File: src/core/seq_stack_params.svh
// offsets, field positions, reset values of sequencer stack entries 11-14
// What this block does
// RULE1 - Bit 15 of an entry word asks for a read when 0 and a write when 1.
// RULE2 - Bits 14-9 carry the target register index; it must be the entry's own.
// RULE3 - Entry twelve sits at index 0x2C, own index 101100b, reset 0x5800.
// RULE4 - Entry thirteen sits at index 0x2D, own index 101101b, reset 0x5A00.
// RULE5 - Entry fourteen sits at index 0x2E and resets to 0x5C00.
// RULE6 - With the wrap bit clear the sequencer steps to the next entry.
// RULE7 - With the wrap bit set the sequencer returns to the first entry.
// RULE8 - Bits 7-4 pick the second converter's channel and reset to zero.
// RULE9 - Bits 3-0 pick the first converter's channel and reset to zero.
// RULE10 - Both channel codes pass unchanged, same code as the main selector.
`ifndef SEQ_STACK_PARAMS_SVH
`define SEQ_STACK_PARAMS_SVH

// register indices; byte address is four times the index
`define SEQ_IDX_ELEVEN   6'h2B
`define SEQ_IDX_TWELVE   6'h2C
`define SEQ_IDX_THIRTEEN 6'h2D
`define SEQ_IDX_FOURTEEN 6'h2E
`define SEQ_IDX_FIRST    `SEQ_IDX_ELEVEN
`define SEQ_IDX_LAST     `SEQ_IDX_FOURTEEN

// reset values
`define SEQ_RST_ELEVEN   16'h5600
`define SEQ_RST_TWELVE   16'h5800
`define SEQ_RST_THIRTEEN 16'h5A00
`define SEQ_RST_FOURTEEN 16'h5C00

// field positions
`define SEQ_DIR_BIT      15
`define SEQ_IDX_HI       14
`define SEQ_IDX_LO       9
`define SEQ_WRAP_BIT     8

// bus responses
`define AXI_RESP_OKAY    2'h0
`define AXI_RESP_SLVERR  2'h2

`endif

File: src/core/seq_stack_pkg.sv
// types shared by the sequencer stack entry bank
package seq_stack_pkg;

    // one stack entry word, msb first
    typedef struct packed {
        logic       write_dir;
        logic [5:0] target_register_index;
        logic       stack_wrap_select;
        logic [3:0] second_converter_channel;
        logic [3:0] first_converter_channel;
    } entry_t;

    // channel pair handed to the converters
    typedef struct packed {
        logic [3:0] second_converter_channel;
        logic [3:0] first_converter_channel;
    } chan_pair_t;

endpackage : seq_stack_pkg

File: src/core/sequence_stack_entries.sv
// sequencer stack entries 11-14: axi4-lite slave plus step walker
`timescale 1ns/1ps
`include "seq_stack_params.svh"

module sequence_stack_entries #(
    parameter int ADDR_W = 8
) (
    // clock and reset
    input  wire logic                     CLK,
    input  wire logic                     RST,
    // write address channel
    input  wire logic [ADDR_W-1:0]        AWADDR,
    input  wire logic                     AWVALID,
    output logic                          AWREADY,
    // write data channel
    input  wire logic [31:0]              WDATA,
    input  wire logic [3:0]               WSTRB,
    input  wire logic                     WVALID,
    output logic                          WREADY,
    // write response channel
    output logic [1:0]                    BRESP,
    output logic                          BVALID,
    input  wire logic                     BREADY,
    // read address channel
    input  wire logic [ADDR_W-1:0]        ARADDR,
    input  wire logic                     ARVALID,
    output logic                          ARREADY,
    // read data channel
    output logic [31:0]                   RDATA,
    output logic [1:0]                    RRESP,
    output logic                          RVALID,
    input  wire logic                     RREADY,
    // sequencer side
    input  wire logic                     CONV_DONE,
    output seq_stack_pkg::chan_pair_t     CHANNELS,
    output logic [1:0]                    STEP_SLOT,
    output logic                          RETURN_FIRST,
    output logic                          PASS_ON
);
    import seq_stack_pkg::*;

    localparam int IW = ADDR_W - 2;
    localparam logic [IW-1:0] IDX_FIRST = IW'(`SEQ_IDX_FIRST);
    localparam logic [IW-1:0] IDX_LAST  = IW'(`SEQ_IDX_LAST);
    localparam logic [1:0]    SLOT_LAST = 2'h3;
    localparam entry_t [3:0]  RESET_ALL = {
        `SEQ_RST_FOURTEEN, `SEQ_RST_THIRTEEN,
        `SEQ_RST_TWELVE, `SEQ_RST_ELEVEN};

    // the index field is six bits, so narrower buses cannot reach it
    if (ADDR_W < 8) begin : g_bad_width
        $error("ADDR_W must be at least 8");
    end

    // ---------------------------------------------------------------
    // storage
    entry_t [3:0] regs_q;

    // ---------------------------------------------------------------
    // write channel holding registers
    logic              aw_held_q;
    logic [ADDR_W-1:0] aw_addr_q;
    logic              w_held_q;
    logic [15:0]       wdata_q;
    logic [1:0]        wstrb_q;
    logic              bvalid_q;
    logic [1:0]        bresp_q;

    // address and data may arrive in either order; each is held alone
    wire aw_take = AWVALID && AWREADY;
    wire w_take  = WVALID && WREADY;
    wire do_wr   = aw_held_q && w_held_q && !bvalid_q;
    wire b_done  = bvalid_q && BREADY;

    assign AWREADY = !aw_held_q && !bvalid_q;
    assign WREADY  = !w_held_q && !bvalid_q;
    assign BVALID  = bvalid_q;
    assign BRESP   = bresp_q;

    // write decode
    wire [IW-1:0] wr_idx  = aw_addr_q[ADDR_W-1:2];
    wire          wr_hit  = (wr_idx >= IDX_FIRST) && (wr_idx <= IDX_LAST);
    wire [IW-1:0] wr_off  = wr_idx - IDX_FIRST;
    wire [1:0]    wr_slot = wr_off[1:0];
    wire entry_t  wr_old  = regs_q[wr_slot];

    // byte lanes merge over the stored word; upper lanes carry nothing
    wire [7:0] lo_byte = wstrb_q[0] ? wdata_q[7:0] : wr_old[7:0];
    wire [7:0] hi_byte = wstrb_q[1] ? wdata_q[15:8] : wr_old[15:8];
    wire entry_t wr_new = {hi_byte, lo_byte};

    // a cleared direction bit is a read request: nothing stored
    wire dir_ok = wr_new.write_dir; // RULE1
    // the entry only opens to its own index in the word
    wire own_ok = wr_new.target_register_index == wr_idx[5:0]; // RULE2
    wire store  = do_wr && wr_hit && dir_ok && own_ok;
    // foreign index with the direction bit set and unmapped address both answer slverr
    wire wr_err = !wr_hit || (dir_ok && !own_ok);

    // address hold
    always_ff @(posedge CLK or posedge RST) begin
        if (RST) begin
            aw_held_q <= 1'b0;
            aw_addr_q <= '0;
        end else if (aw_take) begin
            aw_held_q <= 1'b1;
            aw_addr_q <= AWADDR;
        end else if (do_wr) begin
            aw_held_q <= 1'b0;
        end
    end

    // data hold, only the low half word is kept
    always_ff @(posedge CLK or posedge RST) begin
        if (RST) begin
            w_held_q <= 1'b0;
            wdata_q  <= '0;
            wstrb_q  <= '0;
        end else if (w_take) begin
            w_held_q <= 1'b1;
            wdata_q  <= WDATA[15:0];
            wstrb_q  <= WSTRB[1:0];
        end else if (do_wr) begin
            w_held_q <= 1'b0;
        end
    end

    // response rises on the same edge that stores the entry
    always_ff @(posedge CLK or posedge RST) begin
        if (RST) begin
            bvalid_q <= 1'b0;
            bresp_q  <= `AXI_RESP_OKAY;
        end else if (do_wr) begin
            bvalid_q <= 1'b1;
            bresp_q  <= wr_err ? `AXI_RESP_SLVERR : `AXI_RESP_OKAY;
        end else if (b_done) begin
            bvalid_q <= 1'b0;
        end
    end

    // entry storage, reset to each entry's own index
    always_ff @(posedge CLK or posedge RST) begin
        if (RST) begin
            regs_q <= RESET_ALL; // RULE3 RULE4 RULE5 RULE8 RULE9
        end else if (store) begin
            regs_q[wr_slot] <= wr_new; // RULE1 RULE2
        end
    end

    // ---------------------------------------------------------------
    // read channel
    logic        rvalid_q;
    logic [31:0] rdata_q;
    logic [1:0]  rresp_q;

    wire ar_take = ARVALID && ARREADY;
    wire [IW-1:0] rd_idx  = ARADDR[ADDR_W-1:2];
    wire          rd_hit  = (rd_idx >= IDX_FIRST) && (rd_idx <= IDX_LAST);
    wire [IW-1:0] rd_off  = rd_idx - IDX_FIRST;
    wire [15:0]   rd_word = regs_q[rd_off[1:0]];

    assign ARREADY = !rvalid_q;
    assign RVALID  = rvalid_q;
    assign RDATA   = rdata_q;
    assign RRESP   = rresp_q;

    // unmapped reads return zero with slverr
    always_ff @(posedge CLK or posedge RST) begin
        if (RST) begin
            rvalid_q <= 1'b0;
            rdata_q  <= 32'h0000_0000;
            rresp_q  <= `AXI_RESP_OKAY;
        end else if (ar_take) begin
            rvalid_q <= 1'b1;
            rdata_q  <= rd_hit ? {16'h0000, rd_word} : 32'h0000_0000;
            rresp_q  <= rd_hit ? `AXI_RESP_OKAY : `AXI_RESP_SLVERR;
        end else if (rvalid_q && RREADY) begin
            rvalid_q <= 1'b0;
        end
    end

    // ---------------------------------------------------------------
    // step walker over the four local entries
    logic [1:0]  slot_q;
    logic        ret_q;
    logic        pass_q;
    chan_pair_t  chan_q;

    wire entry_t cur     = regs_q[slot_q];
    wire         wrap_go = CONV_DONE && cur.stack_wrap_select;
    wire         last_go = CONV_DONE && !cur.stack_wrap_select
                           && (slot_q == SLOT_LAST);
    wire [1:0]   slot_inc = slot_q + 2'h1;

    // wrap bit wins; past the last entry control passes onward
    wire [1:0] slot_d = wrap_go   ? 2'h0 :        // RULE7
                        CONV_DONE ? slot_inc :    // RULE6
                        slot_q;
    wire entry_t nxt = regs_q[slot_d];

    // slot only moves once the conversion reports done
    always_ff @(posedge CLK or posedge RST) begin
        if (RST) begin
            slot_q <= 2'h0;
            ret_q  <= 1'b0;
            pass_q <= 1'b0;
        end else begin
            slot_q <= slot_d;
            ret_q  <= wrap_go;  // RULE7
            pass_q <= last_go;  // RULE6
        end
    end

    // codes go out untouched so every entry decodes like the main selector
    always_ff @(posedge CLK or posedge RST) begin
        if (RST) begin
            chan_q <= '0;
        end else begin
            chan_q.second_converter_channel <=
                nxt.second_converter_channel;  // RULE8 RULE10
            chan_q.first_converter_channel  <=
                nxt.first_converter_channel;   // RULE9 RULE10
        end
    end

    assign CHANNELS     = chan_q;
    assign STEP_SLOT    = slot_q;
    assign RETURN_FIRST = ret_q;
    assign PASS_ON      = pass_q;

    // ---------------------------------------------------------------
    // checks
    logic first_q;
    always_ff @(posedge CLK or posedge RST) begin
        if (RST) begin
            first_q <= 1'b1;
        end else begin
            first_q <= 1'b0;
        end
    end
endmodule : sequence_stack_entries

File: config.mk
export PLATFORM = sky130hd
export DESIGN_NAME = sequence_stack_entries
export DESIGN_NICKNAME = d
export VERILOG_FILES = /design/src/core/seq_stack_pkg.sv /design/src/core/sequence_stack_entries.sv
export VERILOG_INCLUDE_DIRS = /design/src /design/src/core
export SDC_FILE = /design/constraint.sdc
export NUM_CORES = 1
export LEC_CHECK = 0
export ABC_AREA = 1
export BUFFER_PORTS_ARGS = -buffer_cell sky130_fd_sc_hd__buf_2
export CORE_MARGIN = 2
export CORE_UTILIZATION = 40
export CTS_CLUSTER_SIZE = 14
export DETAILED_ROUTE_END_ITERATION = 8
export PLACE_DENSITY_LB_ADDON = 0.3
export SLEW_MARGIN = 20
export SYNTH_ARGS = -nofsm -noshare
export SYNTH_HDL_FRONTEND = slang
export SYNTH_SLANG_ARGS = --single-unit
File: constraint.sdc
create_clock -name CLK -period 6.8 [get_ports CLK]
set_input_delay 0.68 -clock CLK [delete_from_list [all_inputs] [get_ports CLK]]
set_output_delay 0.68 -clock CLK [all_outputs]
set_load 0.01 [all_outputs]
==> metrics.csv <==
stage;metric;value;unit
status;status;completed;
sta;hold_viol;0;
floorplan;ios;113;
yosys;syn-instance-count;823;
final_layout;seqCellArea;3070;um2
detailed_routing;wirelength;17600;um
sta;hold_ws;0.358;ns
detailed_routing;drt_iter0_drc;450;
final_layout;drive_gt1_share;19.6;%
global_route;grt_pass1_wl;28300;um
final_layout;final_common_cell;nand2_1;
sta;drv_slew;0;
placement;portBuffers;72;
detailed_routing;routed-via-count;5674;
pwr;p_switching;1.30;mW
final_layout;final_cell_mix;215 x nand2_1, 107 x dfrtp_1, 82 x o21ai_0;
cts;clock-sinks;122;
pwr;p_seq_share;29.1;%
pwr;cellLeakagePower;3.87;nW
job;cap_violations;0;
yosys;synth_seq_cells;122;
sta;tightest_slew;1.10;ns
sta;maxSlewHeadroom;26.5;%
setup_path;reg2reg_setup_slack;2.67;ns
cts;postCtsSetupBuffers;0;
detailed_routing;viasPerCell;5.16;
cts;clk_latency;0.42;ns
pwr;p_total;3.17;mW
global_route;grt_pass1_vias;5167;
cts;cts_root_buf;clkbuf_16;
detailed_routing;ant_nets;0;
setup_path;crit_family;simple AND/OR/NAND/NOR gates;
setup_path;reg2reg_depth;15;
global_route;grt_max_degree;72;
cts;path_clk_slew;0.06;ns
yosys;ys_async_sr_fraction;100;%
sta;fmax;0.242;GHz
setup_path;slowest_stage;nor2_4;
pwr;power_density;417;nW/um2
cts;postCtsHoldBufs;0;
setup_path;start_kind;flip-flop;
detailed_routing;wl_per_cell;16.0;um
sta;fin_tns_setup;0;ns
setup_path;slowest_delay;0.84;ns
sta;fin_ws;2.67;ns
setup_path;endpoint_kind;flip-flop;
final_layout;layout.cells.non_filler;1099;
final_layout;finalNetCount;935;
setup_path;r2r-start;aw_addr_q[2];
sta;finalCriticalPeriod;4.13;ns
floorplan;core;16500;um2
cts;clk_path_buf_depth;2;
global_route;overflow;0;
pwr;p_sw_share;41.0;%
final_layout;diodes;0;
global_route;grt.total_usage;20.4;%
setup_path;required;7.15;ns
yosys;synth_warnings;0;
setup_path;critPathArrivalTime;4.48;ns
pwr;power_frac_clock;30.7;%
pwr;power_frac_comb;40.2;%
cts;h-tree-depth;4;
setup_path;critPathMaxFanout;50;
cts;cts_tree;built;
setup_path;crit_buf_inv;4;
global_route;antenna_found_initial;0;
sta;rsz0062_at_grt;no;
floorplan;initial_core_util;40.7;%
pwr;ir_drop;0.216;mV
sta;skew;0.00482;ns
floorplan;die_h;133;um
placement;dp.cells;1068;
setup_path;crit_type;reg2reg;
final_layout;syn_to_final_growth;13.7;%
yosys;synth_flop_cell;dfrtp_1;
setup_path;critPathMostFrequentCell;nand2_1;
cts;cts_buffers;17;
yosys;synth_edf_count;0;
sta;setup_viol_count_final;0;
sta;fin_crit_sh;60.7;%
detailed_routing;remaining_drc_errors;0;
floorplan;die-area;17800;um2
yosys;synth-seq-area-share;45.9;%
final_layout;multi_input_area;2960;um2
min_path;hold_path.class;in2async;
placement;gp_congestion;0.784;
placement;hpwlAfterDp;10800;um
pwr;internal-power;1.87;mW
cts;post_cts_resized;0;
floorplan;fp-row-count;47;
yosys;avgSynthCellArea;8.14;um2
final_layout;fillers;1665;
detailed_routing;drt_first_pass_iters;7;
floorplan;dieWidth;133;um
yosys;syn-cell-area;6700;um2
setup_path;worstPathCellList;buf_4, inv_2, ha_1, buf_4, inv_2, nand3_1, nand2_1, nand2_1, nand3_1, nand2_1, nor2_1, nand2_1, nor2_4, nand4_1, nand2_1;
yosys;synth_cell_types;41;
setup_path;r2r_end;regs_q[24];
placement;place_ws;2.67;ns
[metrics by stage]
stage          cell area (um2)  utilization (%)
6_report                  7610             46.2
5_1_grt                   7610             46.2
4_1_cts                   7610             46.2
3_5_place_dp              6980             42.4
3_3_place_gp              6980             42.4
2_1_floorplan             6760                -
[area by class of cell]
cell class	instances	share of cell area [%]
clock buffers	17	5.59
repair buffers	75	5.03
multi-input cells	574	38.9
well taps	220	3.62
clock inverters	14	2.66
flip-flops and latches	122	40.4
inverters	77	3.83
[sequential cells by signal, summed over array words and instances (netlist names), 2 cells and up]
register	flops
regs_q	64
RDATA	16
wdata_q	16
CHANNELS	8
aw_addr_q	6
STEP_SLOT	2
wstrb_q	2
[power groups by stage]
stage | registers, mW | clock network, mW | logic (mW)
finish | 0.922 | 0.974 | 1.28
global route | 0.938 | 1.03 | 1.42
CTS | 0.923 | 0.990 | 1.27
detailed placement | 0.935 | 0 | 1.26
global placement | 0.930 | 0 | 1.25
floorplan | 0.934 | 0 | 0.966
[cell families (layout without fill, tap and decap cells)]
group	after synthesis	count (layout)	synth area share, %
DFF	122	122	45.9
buffers and inverters	144	183	10.9
xor gates and xnor gates	1	1	0.131
muxes	14	14	2.35
AOI/OAI and AO/OA	175	175	13.7
and+or+nand+nor	358	358	25.4
adders and majority gates	8	8	1.50
other	1	18	0.0560
[worst max-delay path by stage]
stage	from	endpoint	slack, ns	cells past startpoint
2_1_floorplan	RST	BRESP[1]	2.90	1
3_3_place_gp	ARADDR[2]	RDATA[10]	2.73	8
3_5_place_dp	ARADDR[2]	RDATA[10]	2.67	8
4_1_cts	aw_addr_q[2]	regs_q[20]	2.71	15
5_1_grt	aw_addr_q[2]	regs_q[0]	2.32	15
6_report	aw_addr_q[2]	regs_q[24]	2.67	15
[layer usage]
layer	global-route usage, %	vias to the layer above	wire length, um
li1	-	2796	-
met1	30.8	2652	8600
met2	29.2	206	7560
met3	4.00	20	1240
met4	6.97	0	240
met5	0	-	0
[Yosys cell counts, drive strengths merged (2+ instances only)]
| cell | instances | area (um2) |
|---|---|---|
| buf | 46 | 363 |
| o21ai | 89 | 449 |
| nand2 | 222 | 851 |
| clkbuf | 21 | 78.8 |
| nand4 | 53 | 398 |
| nor3 | 2 | 15.0 |
| clkinv | 2 | 7.51 |
| nand3 | 32 | 185 |
| a21oi | 64 | 324 |
| a31oi | 9 | 56.3 |
| ha | 8 | 100 |
| o22ai | 6 | 37.5 |
| dfrtp | 107 | 2680 |
| or2 | 3 | 18.8 |
| o211ai | 4 | 30.0 |
| nor2 | 44 | 221 |
| inv | 75 | 282 |
| o31ai | 2 | 15.0 |
| mux2 | 14 | 158 |
| dfstp | 15 | 394 |
Power figures use the tool's default switching activity.
